$ cat config.mk
export PLATFORM = sky130hd
export DESIGN_NAME = cadc_top
export DESIGN_NICKNAME = d
export VERILOG_FILES = /design/src/shared/cadc_pkg.sv /design/src/hw/cadc_top.sv
export VERILOG_INCLUDE_DIRS = /design/src /design/src/shared
export SDC_FILE = /design/constraint.sdc
export NUM_CORES = 1
export LEC_CHECK = 0
export BUFFER_PORTS_ARGS = -buffer_cell sky130_fd_sc_hd__buf_4
export CAP_MARGIN = 20
export CORE_MARGIN = 4
export CORE_UTILIZATION = 51
export DETAILED_ROUTE_END_ITERATION = 16
export GPL_TIMING_DRIVEN = 1
export PLACE_DENSITY_LB_ADDON = 0.1
export SYNTH_ARGS = -nofsm -noshare
export SYNTH_HDL_FRONTEND = slang
export SYNTH_SLANG_ARGS = --single-unit
$ cat constraint.sdc
create_clock -name clk -period 3.65 [get_ports clk]
set_input_delay 0.1825 -clock clk [delete_from_list [all_inputs] [get_ports clk]]
set_output_delay 0.1825 -clock clk [all_outputs]
set_load 0.05 [all_outputs]
$ cat src/shared/cadc_regs.svh
`ifndef CADC_REGS_SVH
`define CADC_REGS_SVH
`define CADC_ADDR_CTRL 4'h0
`define CADC_ADDR_STATUS 4'h4
`define CADC_CTRL_PREDIV 0
`define CADC_CTRL_SPEED 1
`define CADC_CTRL_RESET 2'h0
`define CADC_PREDIV_LAST 2'h3
`define CADC_T_MRAZ_CONT 12'h5BE
`define CADC_T_MRAZ_NCONT 12'hB55
`define CADC_T_READY_CONT 12'h564
`define CADC_T_READY_NCONT 12'h563
`define CADC_RESP_OKAY 2'h0
`define CADC_RESP_SLVERR 2'h2
`endif

$ cat src/shared/cadc_pkg.sv
package cadc_pkg;
    // Sequencer states; symmetric pairs mirror each other under toggle inversion.
    typedef enum logic [2:0] {
        CADC_NC_A, CADC_PREP_A, CADC_INT_A, CADC_IB_MA,
        CADC_IA_MB, CADC_INT_B, CADC_PREP_B, CADC_NC_B
    } cadc_state_t;
    // Pins from the host, all asynchronous to clk.
    typedef struct packed {
        logic integrate_toggle;
        logic test_strobe;
        logic shift_clock;
        logic chain_in;
    } cadc_pins_t;
    // Status word as read back over the bus.
    typedef struct packed {
        logic [2:0] chan;
        logic test_mode;
        logic cont_mode;
        logic busy;
        logic ready;
        cadc_state_t state;
    } cadc_status_t;
endpackage

$ cat src/hw/cadc_top.sv
`timescale 1ns/10ps
`include "cadc_regs.svh"
module cadc_top (
    input wire logic clk,
    input wire logic rst_n,
    input wire logic ce,
    input wire cadc_pkg::cadc_pins_t pins,
    input wire logic [3:0] s_axi_awaddr,
    input wire logic s_axi_awvalid,
    output logic s_axi_awready,
    input wire logic [31:0] s_axi_wdata,
    input wire logic [3:0] s_axi_wstrb,
    input wire logic s_axi_wvalid,
    output logic s_axi_wready,
    output logic [1:0] s_axi_bresp,
    output logic s_axi_bvalid,
    input wire logic s_axi_bready,
    input wire logic [3:0] s_axi_araddr,
    input wire logic s_axi_arvalid,
    output logic s_axi_arready,
    output logic [31:0] s_axi_rdata,
    output logic [1:0] s_axi_rresp,
    output logic s_axi_rvalid,
    input wire logic s_axi_rready,
    output logic result_ready_n,
    output logic busy,
    output logic inputs_connected,
    output logic charge_inject,
    output logic [2:0] integrate_toggle_chan,
    output logic chain_out,
    output logic speed_power_sel
);
    // ----------------------------------------
    // Pin synchronisers
    // ----------------------------------------
    cadc_pkg::cadc_pins_t s1_r;
    cadc_pkg::cadc_pins_t s2_r;
    cadc_pkg::cadc_pins_t s3_r;
    // Stage one feeds only stage two; edges compare stages two and three.
    // No reset here: the stages track the pins through reset, so the toggle level
    // seen at release is the real one and no false edge follows release.
    always_ff @(posedge clk) begin
        if (ce) begin
            s1_r <= pins;
            s2_r <= s1_r;
            s3_r <= s2_r;
        end
    end
    logic tog;
    logic tog_chg;
    logic strobe_rise;
    logic sclk_fall;
    assign tog = s2_r.integrate_toggle;
    assign tog_chg = s2_r.integrate_toggle ^ s3_r.integrate_toggle;
    assign strobe_rise = s2_r.test_strobe & ~s3_r.test_strobe;
    assign sclk_fall = s3_r.shift_clock & ~s2_r.shift_clock;

    // ----------------------------------------
    // Control register
    // ----------------------------------------
    logic [1:0] ctrl_r;
    logic [1:0] ctrl_nxt;
    logic wr_go;
    logic wr_hit;
    assign wr_go = s_axi_awvalid & s_axi_wvalid & ~s_axi_bvalid & ~s_axi_awready;
    assign wr_hit = s_axi_awaddr == `CADC_ADDR_CTRL;
    always_comb begin
        ctrl_nxt = ctrl_r;
        if (wr_go && wr_hit && s_axi_wstrb[0]) begin
            ctrl_nxt = s_axi_wdata[1:0];
        end
    end
    always_ff @(posedge clk) begin
        if (!rst_n) begin
            ctrl_r <= `CADC_CTRL_RESET;
        end else if (ce) begin
            ctrl_r <= ctrl_nxt;
        end
    end

    // ----------------------------------------
    // Pre-divider
    // ----------------------------------------
    // One enable paces every internal count, so all timing scales together.
    logic [1:0] div_r;
    logic tick;
    assign tick = ce & (~ctrl_r[`CADC_CTRL_PREDIV] | (div_r == `CADC_PREDIV_LAST));
    always_ff @(posedge clk) begin
        if (!rst_n) begin
            div_r <= '0;
        end else if (ce) begin
            div_r <= div_r + 2'h1;
        end
    end
    always_ff @(posedge clk) begin
        if (!rst_n) begin
            speed_power_sel <= 1'b0;
        end else if (ce) begin
            speed_power_sel <= ctrl_r[`CADC_CTRL_SPEED];
        end
    end

    // ----------------------------------------
    // Integrate and measure sequencer
    // ----------------------------------------
    cadc_pkg::cadc_state_t state_r;
    cadc_pkg::cadc_state_t state_nxt;
    logic [11:0] busy_r;
    logic [11:0] rdy_r;
    logic start_r;
    logic mbsy;
    assign mbsy = busy_r != '0;
    // Moves follow the toggle level, not its edges.
    always_comb begin
        state_nxt = state_r;
        unique case (state_r)
            cadc_pkg::CADC_NC_A: if (!mbsy) state_nxt = cadc_pkg::CADC_PREP_A;
            cadc_pkg::CADC_PREP_A: if (tog) state_nxt = cadc_pkg::CADC_INT_A;
            cadc_pkg::CADC_INT_A: if (!tog) state_nxt = cadc_pkg::CADC_IB_MA;
            cadc_pkg::CADC_IB_MA: if (tog) begin
                state_nxt = mbsy ? cadc_pkg::CADC_NC_A : cadc_pkg::CADC_IA_MB;
            end
            cadc_pkg::CADC_IA_MB: if (!tog) begin
                state_nxt = mbsy ? cadc_pkg::CADC_NC_B : cadc_pkg::CADC_IB_MA;
            end
            cadc_pkg::CADC_INT_B: if (tog) state_nxt = cadc_pkg::CADC_IA_MB;
            cadc_pkg::CADC_PREP_B: if (!tog) state_nxt = cadc_pkg::CADC_INT_B;
            cadc_pkg::CADC_NC_B: if (!mbsy) state_nxt = cadc_pkg::CADC_PREP_B;
        endcase
    end
    // The power-up state comes from the toggle level seen after reset release.
    always_ff @(posedge clk) begin
        if (!rst_n) begin
            state_r <= cadc_pkg::CADC_NC_B;
            start_r <= 1'b1;
        end else if (tick) begin
            start_r <= 1'b0;
            if (start_r) begin
                state_r <= tog ? cadc_pkg::CADC_NC_A : cadc_pkg::CADC_NC_B;
            end else begin
                state_r <= state_nxt;
            end
        end
    end
    logic enter_cont;
    logic enter_nc;
    assign enter_cont = (state_nxt != state_r) & ~start_r &
        (state_nxt == cadc_pkg::CADC_IB_MA || state_nxt == cadc_pkg::CADC_IA_MB);
    assign enter_nc = (state_nxt != state_r) & ~start_r &
        (state_nxt == cadc_pkg::CADC_NC_A || state_nxt == cadc_pkg::CADC_NC_B);
    // Measure cycle length; a late toggle stretches it to the longer figure.
    always_ff @(posedge clk) begin
        if (!rst_n) begin
            busy_r <= '0;
        end else if (tick) begin
            if (enter_cont) begin
                busy_r <= `CADC_T_MRAZ_CONT;
            end else if (enter_nc) begin
                busy_r <= `CADC_T_MRAZ_NCONT;
            end else if (mbsy) begin
                busy_r <= busy_r - 12'h001;
            end
        end
    end
    always_ff @(posedge clk) begin
        if (!rst_n) begin
            busy <= 1'b0;
        end else if (ce) begin
            busy <= mbsy;
        end
    end
    // Eight channels on four engines: engine is the low two bits.
    always_ff @(posedge clk) begin
        if (!rst_n) begin
            integrate_toggle_chan <= '0;
        end else if (tick && mbsy) begin
            integrate_toggle_chan <= integrate_toggle_chan + 3'h1;
        end
    end

    // ----------------------------------------
    // Ready flag and readout side
    // ----------------------------------------
    always_ff @(posedge clk) begin
        if (!rst_n) begin
            rdy_r <= '0;
        end else if (tick) begin
            if (enter_cont) begin
                rdy_r <= `CADC_T_READY_CONT;
            end else if (enter_nc) begin
                rdy_r <= `CADC_T_READY_NCONT;
            end else if (rdy_r != '0) begin
                rdy_r <= rdy_r - 12'h001;
            end
        end
    end
    // A new result wins over a shift clock fall in the same cycle.
    always_ff @(posedge clk) begin
        if (!rst_n) begin
            result_ready_n <= 1'b1;
        end else if (ce) begin
            if (tick && rdy_r == 12'h001) begin
                result_ready_n <= 1'b0;
            end else if (sclk_fall) begin
                result_ready_n <= 1'b1;
            end
        end
    end
    // Chain data moves on the shift clock only, never on the sequencer.
    always_ff @(posedge clk) begin
        if (!rst_n) begin
            chain_out <= 1'b0;
        end else if (ce && sclk_fall) begin
            chain_out <= s2_r.chain_in;
        end
    end

    // ----------------------------------------
    // Test mode
    // ----------------------------------------
    logic test_mode_r;
    always_ff @(posedge clk) begin
        if (!rst_n) begin
            test_mode_r <= 1'b0;
        end else if (ce && tog_chg) begin
            test_mode_r <= s2_r.test_strobe;
        end
    end
    // Non-continuous states ground the inputs as well.
    always_ff @(posedge clk) begin
        if (!rst_n) begin
            inputs_connected <= 1'b0;
        end else if (ce) begin
            inputs_connected <= ~test_mode_r & (state_r == cadc_pkg::CADC_INT_A ||
                state_r == cadc_pkg::CADC_IB_MA || state_r == cadc_pkg::CADC_IA_MB ||
                state_r == cadc_pkg::CADC_INT_B);
        end
    end
    always_ff @(posedge clk) begin
        if (!rst_n) begin
            charge_inject <= 1'b0;
        end else if (ce) begin
            charge_inject <= test_mode_r & strobe_rise;
        end
    end

    // ----------------------------------------
    // AXI4-Lite slave
    // ----------------------------------------
    cadc_pkg::cadc_status_t stat;
    assign stat = '{chan: integrate_toggle_chan, test_mode: test_mode_r, cont_mode: inputs_connected |
        test_mode_r, busy: mbsy, ready: ~result_ready_n, state: state_r};
    always_ff @(posedge clk) begin
        if (!rst_n) begin
            s_axi_awready <= 1'b0;
            s_axi_wready <= 1'b0;
            s_axi_bvalid <= 1'b0;
            s_axi_bresp <= `CADC_RESP_OKAY;
        end else if (ce) begin
            s_axi_awready <= wr_go;
            s_axi_wready <= wr_go;
            // The response waits until address and data have been taken.
            if (s_axi_awready) begin
                s_axi_bvalid <= 1'b1;
                s_axi_bresp <= wr_hit ? `CADC_RESP_OKAY : `CADC_RESP_SLVERR;
            end else if (s_axi_bready) begin
                s_axi_bvalid <= 1'b0;
            end
        end
    end
    logic rd_go;
    assign rd_go = s_axi_arvalid & ~s_axi_rvalid & ~s_axi_arready;
    always_ff @(posedge clk) begin
        if (!rst_n) begin
            s_axi_arready <= 1'b0;
            s_axi_rvalid <= 1'b0;
            s_axi_rdata <= '0;
            s_axi_rresp <= `CADC_RESP_OKAY;
        end else if (ce) begin
            s_axi_arready <= rd_go;
            // Data follow the address handshake; the master still holds the address.
            if (s_axi_arready) begin
                s_axi_rvalid <= 1'b1;
                s_axi_rresp <= `CADC_RESP_OKAY;
                s_axi_rdata <= '0;
                if (s_axi_araddr == `CADC_ADDR_CTRL) begin
                    s_axi_rdata <= {30'h0000_0000, ctrl_r};
                end else if (s_axi_araddr == `CADC_ADDR_STATUS) begin
                    s_axi_rdata <= {22'h00_0000, stat};
                end else begin
                    s_axi_rresp <= `CADC_RESP_SLVERR;
                end
            end else if (s_axi_rready) begin
                s_axi_rvalid <= 1'b0;
            end
        end
    end

    // ----------------------------------------
    // Checks
    // ----------------------------------------
    AST_PREDIV_ONE: assert property (@(posedge clk) disable iff (!rst_n)
        ce && !ctrl_r[`CADC_CTRL_PREDIV] |-> tick) else $error("Undivided clock missed a tick.");
    AST_PREDIV_FOUR: assert property (@(posedge clk) disable iff (!rst_n)
        ce && ctrl_r[`CADC_CTRL_PREDIV] && tick ##1 ce[*3] |-> !$past(tick) && !tick)
        else $error("Divided tick too frequent.");
    AST_TEST_ENTER: assert property (@(posedge clk) disable iff (!rst_n)
        ce && tog_chg && s2_r.test_strobe |=> test_mode_r) else $error("Test mode not entered.");
    AST_TEST_ISOLATE: assert property (@(posedge clk) disable iff (!rst_n)
        ce && test_mode_r |=> !inputs_connected) else $error("Inputs connected in test mode.");
    AST_INJECT: assert property (@(posedge clk) disable iff (!rst_n)
        ce && test_mode_r && strobe_rise |=> charge_inject) else $error("Charge packet missed.");
    AST_READY_HOLD: assert property (@(posedge clk) disable iff (!rst_n)
        !result_ready_n && !sclk_fall |=> !result_ready_n) else $error("Ready released early.");
    AST_READY_TIME: assert property (@(posedge clk) disable iff (!rst_n)
        tick && enter_cont |=> rdy_r == `CADC_T_READY_CONT)
        else $error("Ready timer not loaded with 1380.");
    AST_BUSY_CONT: assert property (@(posedge clk) disable iff (!rst_n)
        tick && enter_cont |=> busy_r == `CADC_T_MRAZ_CONT ##1 busy) else $error("Busy not raised.");
    AST_NONCONT: assert property (@(posedge clk) disable iff (!rst_n)
        tick && !start_r && state_r == cadc_pkg::CADC_IB_MA && tog && mbsy
        |=> state_r == cadc_pkg::CADC_NC_A) else $error("Late toggle kept continuous mode.");
    AST_ENGINE: assert property (@(posedge clk) disable iff (!rst_n)
        tick && mbsy |=> integrate_toggle_chan == $past(integrate_toggle_chan) + 3'h1) else $error("Channel stalled.");
endmodule // cadc_top

Word-level counts from Yosys, hierarchy flattened
Index checks and enable logic that the tools add are counted.
{ "totals": {"reg_bits": 93, "in_bits": 56, "out_inout_bits": 50} }
{ "classes": {"reduce_logical": 30, "mux": 30, "bitwise_logic": 26, "addsub": 4, "eq_ne": 14} }
{ "ops": {"columns": ["operator", "count"], "rows": [
  ["12-bit 2-to-1 mux", 6],
  ["3-bit 2-to-1 mux", 12],
  ["3-bit one-hot mux with 8 select lines", 1],
  ["12-bit nonzero test", 2],
  ["12-bit by 1-bit subtractor with 12-bit output (second input constant)", 2],
  ["10-bit 2-to-1 mux", 2],
  ["3-bit == test (second input constant)", 6],
  ["2-bit AND reduction", 8],
  ["1-bit AND", 13],
  ["12-bit by 1-bit == test with 1-bit output (second input constant)", 1],
  ["1-bit inverter", 10],
  ["3-bit by 2-bit == test with 1-bit output (second input constant)", 3],
  ["4-bit logical NOT", 2],
  ["1-bit logical AND", 6],
  ["3-bit logical NOT", 2],
  ["1-bit 2-to-1 mux", 6],
  ["2-bit 2-to-1 mux", 3],
  ["2-bit nonzero test", 3],
  ["3-bit nonzero test", 2],
  ["1-bit logical OR", 5],
  ["4-bit by 3-bit == test with 1-bit output (second input constant)", 1],
  ["3-bit by 1-bit adder with 3-bit output (second input constant)", 1],
  ["3-bit by 1-bit == test with 1-bit output (second input constant)", 1],
  ["3-bit != test", 1],
  ["other kinds (4)", 5]
]} }

Depth between registers and ports, before layout
{ "logic_depth": {"word_depth": 9, "ltp_mapped": 9} }

Least setup slack after synthesis
OpenSTA, ideal clock, no wires.
{ "synth_timing": {"path_kind": "flip-flop to flip-flop", "start": "reg busy_r[0]", "end": "reg state_r[2]", "required_time_ps": 3528, "period_less_slack_ps": 2520, "arrival_time_ps": 2398, "setup_time_ps": 122, "path_slack_ps": 1130, "path_stages_with_launch": 8, "cell_sequence": "dfxtp_1 inv_1 ha_1 or3b_2 or4_1 clkbuf_2 or4_1 a311o_1"} }
{ "synth_via": {"elab_chain_cells": 5, "elab_cells_between_ends": 9, "cone_classes": "mux (8); reduce/logical (1)"} }
{ "synth_lines": {"columns": ["element", "line", "rtl"], "rows": [
  ["from (decl)", "cadc_top.sv:108", "logic [11:0] busy_r;"],
  ["from (signal assigned)", "cadc_top.sv:157", "busy_r <= `CADC_T_MRAZ_CONT;"],
  ["from (signal assigned)", "cadc_top.sv:159", "busy_r <= `CADC_T_MRAZ_NCONT;"],
  ["from (signal assigned)", "cadc_top.sv:161", "busy_r <= busy_r - 12'h001;"],
  ["12-bit nonzero test *", "cadc_top.sv:112", "assign mbsy = busy_r != '0;"],
  ["3-bit 2-to-1 mux (on tied branches)", "cadc_top.sv:124, cadc_top.sv:121", null],
  ["3-bit 2-to-1 mux (on tied branches)", "cadc_top.sv:123, cadc_top.sv:120", null],
  ["3-bit one-hot mux with 8 select lines *", "cadc_top.sv:116", "unique case (state_r)"],
  ["3-bit 2-to-1 mux *", "cadc_top.sv:138", "if (start_r) begin"],
  ["to (signal assigned)", "cadc_top.sv:134", "state_r <= cadc_pkg::CADC_NC_B;"],
  ["to (signal assigned)", "cadc_top.sv:139", "state_r <= tog ? cadc_pkg::CADC_NC_A : cadc_pkg::CADC_NC_B;"],
  ["to (signal assigned)", "cadc_top.sv:141", "state_r <= state_nxt;"],
  ["to (decl)", "cadc_top.sv:106", "cadc_pkg::cadc_state_t state_r;"]
]} }
Mark *: on every way between the ends. The rest lies on a longest branch, timed or not.
A chain may end at the register's enable or synchronous reset.

Final worst setup path
{ "layout_timing": {"start": "reg busy_r[0]", "end": "reg rdy_r[0]"} }
{ "layout_via": {"elab_chain_cells": 9, "elab_cells_between_ends": 22, "cone_classes": "eq/ne (4); mux (9); bitwise (3); reduce/logical (6)"} }
{ "layout_lines": {"columns": ["element", "line", "rtl"], "rows": [
  ["12-bit nonzero test *", "cadc_top.sv:112", null],
  ["3-bit 2-to-1 mux (on tied branches)", "cadc_top.sv:124, cadc_top.sv:121", null],
  ["3-bit 2-to-1 mux (on tied branches)", "cadc_top.sv:123, cadc_top.sv:120", null],
  ["3-bit one-hot mux with 8 select lines *", "cadc_top.sv:116", null],
  ["3-bit != test, or another cell as far along", "cadc_top.sv:147, cadc_top.sv:149", null],
  ["1-bit AND, or another cell as far along", "cadc_top.sv:147, cadc_top.sv:149", null],
  ["1-bit AND (on tied branches)", "cadc_top.sv:147, cadc_top.sv:149", null],
  ["3-bit nonzero test (no line) / 12-bit 2-to-1 mux (equally long branches)", null, null],
  ["2-bit AND reduction (no line) / 12-bit 2-to-1 mux (equally long branches)", null, null],
  ["to (signal assigned)", "cadc_top.sv:189", "rdy_r <= `CADC_T_READY_CONT;"],
  ["to (signal assigned)", "cadc_top.sv:191", "rdy_r <= `CADC_T_READY_NCONT;"],
  ["to (signal assigned)", "cadc_top.sv:193", "rdy_r <= rdy_r - 12'h001;"],
  ["to (decl)", "cadc_top.sv:109", "logic [11:0] rdy_r;"]
]} }
Marks and branches as above.

==> summary.md <==
| Metric | Value |
|---|---|
| Outcome | `complete, no violations` |
| Largest net degree at the start of global routing | `36` |
| Placed inst area | `0.00372 mm^2` |
| Setup Viol. Count Final | `0` |
| Vias | `2,942` |
| Core Area | `0.00646 mm^2` |
| Die width | `90.1 um` |
| Drt drc | `0` |
| Drt via density | `5.71` |
| Share of cells above drive strength 1 | `18.9%` |
| DR WL/cell | `14.9 um` |
| Clk slew on worst S/H paths | `0.08 ns` |
| Post-synth ARST share | `0%` |
| Starting Density | `53.3%` |
| Most common cell after layout, fill and taps aside | `dfxtp_1` |
| TritonCTS buffer count | `9` |
| Slew of the pin with the lowest slew margin | `0.868 ns` |
| CTS sink cnt | `69` |
| Setup repair after global routing missed its margin | `no` |
| RD Place Congestion | `0.806` |
| Leakage power total | `1.61 nW` |
| Post-CTS setup buffer count | `0` |
| Post-DP HPWL | `5240 um` |
| Commonest non-fill, non-tap cells in the layout | `dfxtp_1, buf_4, nor2_1, nand2_1, a21oi_1` |
| CP Capture Type | `flop` |
| Slew headroom | `41.3%` |
| Gr usage total | `19.4%` |
| Number of synthesized flops with an enable pin | `11` |
| WHS | `0.0777 ns` |
| NumNets Final | `494` |
| Final wirelength | `7700 um` |
| Max FO, Critical Path | `9` |
| Root Driver | `clkbuf_8` |
| Synthesized flop and latch total | `69` |
| Max-cap violations | `0` |
| H-tree depth | `3` |
| Setup Crit Path Kind | `reg2reg` |
| # fillers | `565` |
| Antenna violations before repair | `0` |
| Worst setup SP type | `flop` |
| CTS max path bufs | `2` |
| PD cells | `770 mW/mm^2` |
| # IOs | `106` |
| CP required | `3.89 ns` |
| Die Footprint | `0.00812 mm^2` |
| Netlist Area Pre-Place | `0.00344 mm^2` |
| Max-slew violations | `0` |
| Area Overhead vs Synth | `15.7%` |
| Most common flop cell mapped by yosys | `dfxtp_1` |
| CTS tree | `done` |
| DRT Pass-1 Iters | `5` |
| Sequential share of the synthesized area | `43.4%` |
| Layout Skew | `0.00619 ns` |
| Final antenna diode count | `0` |
| Clk_lat worst skew | `0.34 ns` |
| Mean post-synth cell area | `8.75 um^2` |
| Detail Route Antenna Nets | `0` |
| Max IR drop VDD | `0.584 mV` |
| Synthesized instance count | `393` |
| Final instance area | `0.00398 mm^2` |
| Die H | `90.1 um` |
| Fmax | `365 MHz` |
| Number of buffers added on ports | `48` |
| Hold Vio Cnt, Final | `0` |
| CP arrival | `2.98 ns` |
| Worst hold path type | `in2reg` |
| Yosys cell types | `53` |
| Fin crit share | `75.0%` |
| Final setup TNS | `0 ns` |
| Synth warn | `0` |
| DRT iter0 DRCs | `256` |
| Number of global-route vias before repair | `2,626` |
| GRT overflow | `0` |
| First-pass GRT wire length | `12,900 um` |
| Min cycle time layout | `2.74 ns` |
| Rows | `29` |
## repair_timing
item                                    CTS  global route
endpoints found under the hold margin     3             1
hold buffers                              3             1
resized for setup                         0             0
endpoints found under the setup margin    0             0
## through the flow
step                cells  utilization (%)  worst slack [ns]  total power [W]
floorplan             416                -              1.13          0.00212
global placement      495             57.6             0.961          0.00234
detailed placement    495             57.6             0.921          0.00237
CTS                   514             61.5             0.910          0.00307
global route          515             61.6             0.801          0.00329
finish                515             61.6             0.913          0.00306
## flip-flops by register name, indices dropped and copies added (netlist names), 3 cells and up
signal	cells
busy_r	12
integrate_toggle_chan	3
rdy_r	12
s1_r	4
s2_r	3
s3_r	3
s_axi_rdata	10
state_r	3
## logic make-up (layout without fill, tap and decap cells)
logic type                 Yosys count  after routing  synth area share, %
AOI/OAI and AO/OA                  105            105                 20.3
xor gates and xnor gates            10             10                 2.55
adders and majority gates            5              5                 1.82
buffers and inverters               63             85                 10.1
DFF                                 69             69                 43.4
muxes                                8              8                 2.36
other                                1             24                0.109
and+or+nand+nor                    132            132                 19.4
## per-layer routing
metal	vias to the layer above	share of wire [%]	track usage, %
li1	1464	-	-
met1	1356	46	25.2
met2	111	45	29.8
met3	11	8.0	5.09
met4	0	1.6	9.44
met5	-	0	0
## worst max-delay path, stage by stage, from the launching register on
cell and delay, ns:
dfxtp_1 0.36, inv_1 0.07, ha_1 0.20, or3b_2 0.52, or4_1 0.67, or2b_1 0.42
a2111oi_0 0.17, a31o_2 0.23
## cell type report
cell class                 instances  area [um^2]  area share [%]
clock buffer                       9          124            3.11
clock inverter                     7         97.6            2.45
inverter                          12         45.0            1.13
multi-input combinational        284         1690            42.4
sequential                        69         1490            37.5
tap                               77         96.3            2.42
timing repair buffer              57          438            11.0
## cells in the mapped netlist, types with 4 or more instances
library cell,instances,area share [%]
dfxtp_1,58,34
nand2b_1,5,0.91
buf_4,28,6.1
a311oi_1,5,1.3
o22ai_1,5,0.91
xnor2_1,7,1.8
a21oi_1,27,3.9
mux2i_1,7,2.0
or3_1,6,1.1
o21ai_0,16,2.3
edfxtp_1,11,9.6
or4_1,4,0.87
nand3_1,7,1.0
nor4_1,5,0.91
a31o_2,6,1.5
a31oi_1,9,1.6
clkbuf_1,17,1.9
a22oi_1,10,2.2
ha_1,5,1.8
nor2_1,44,4.8
nor3_1,8,1.2
nand2_1,28,3.1
a211oi_1,4,0.87
inv_1,12,1.3
o21a_1,5,1.1
nor3b_1,5,1.1
## worst paths after layout
check	start	endpoint	slack, ns	depth (start not counted)
max	busy_r[0]	rdy_r[0]	0.91	7
min	s_axi_wdata[0]	ctrl_r[0]	0.08	3
max reg2reg	busy_r[0]	rdy_r[0]	0.91	7
min reg2reg	s1_r[0]	s2_r[0]	0.42	0
## power breakdown
part	internal [W]	switching (W)	leakage, nW	total [W]
logic	0.000509	0.000778	0.923	0.00129
clock network	0.000388	0.000309	0.106	0.000697
registers	0.000924	0.000157	0.581	0.00108
total	0.00182	0.00124	1.61	0.00306
Power figures use the tool's default switching activity.
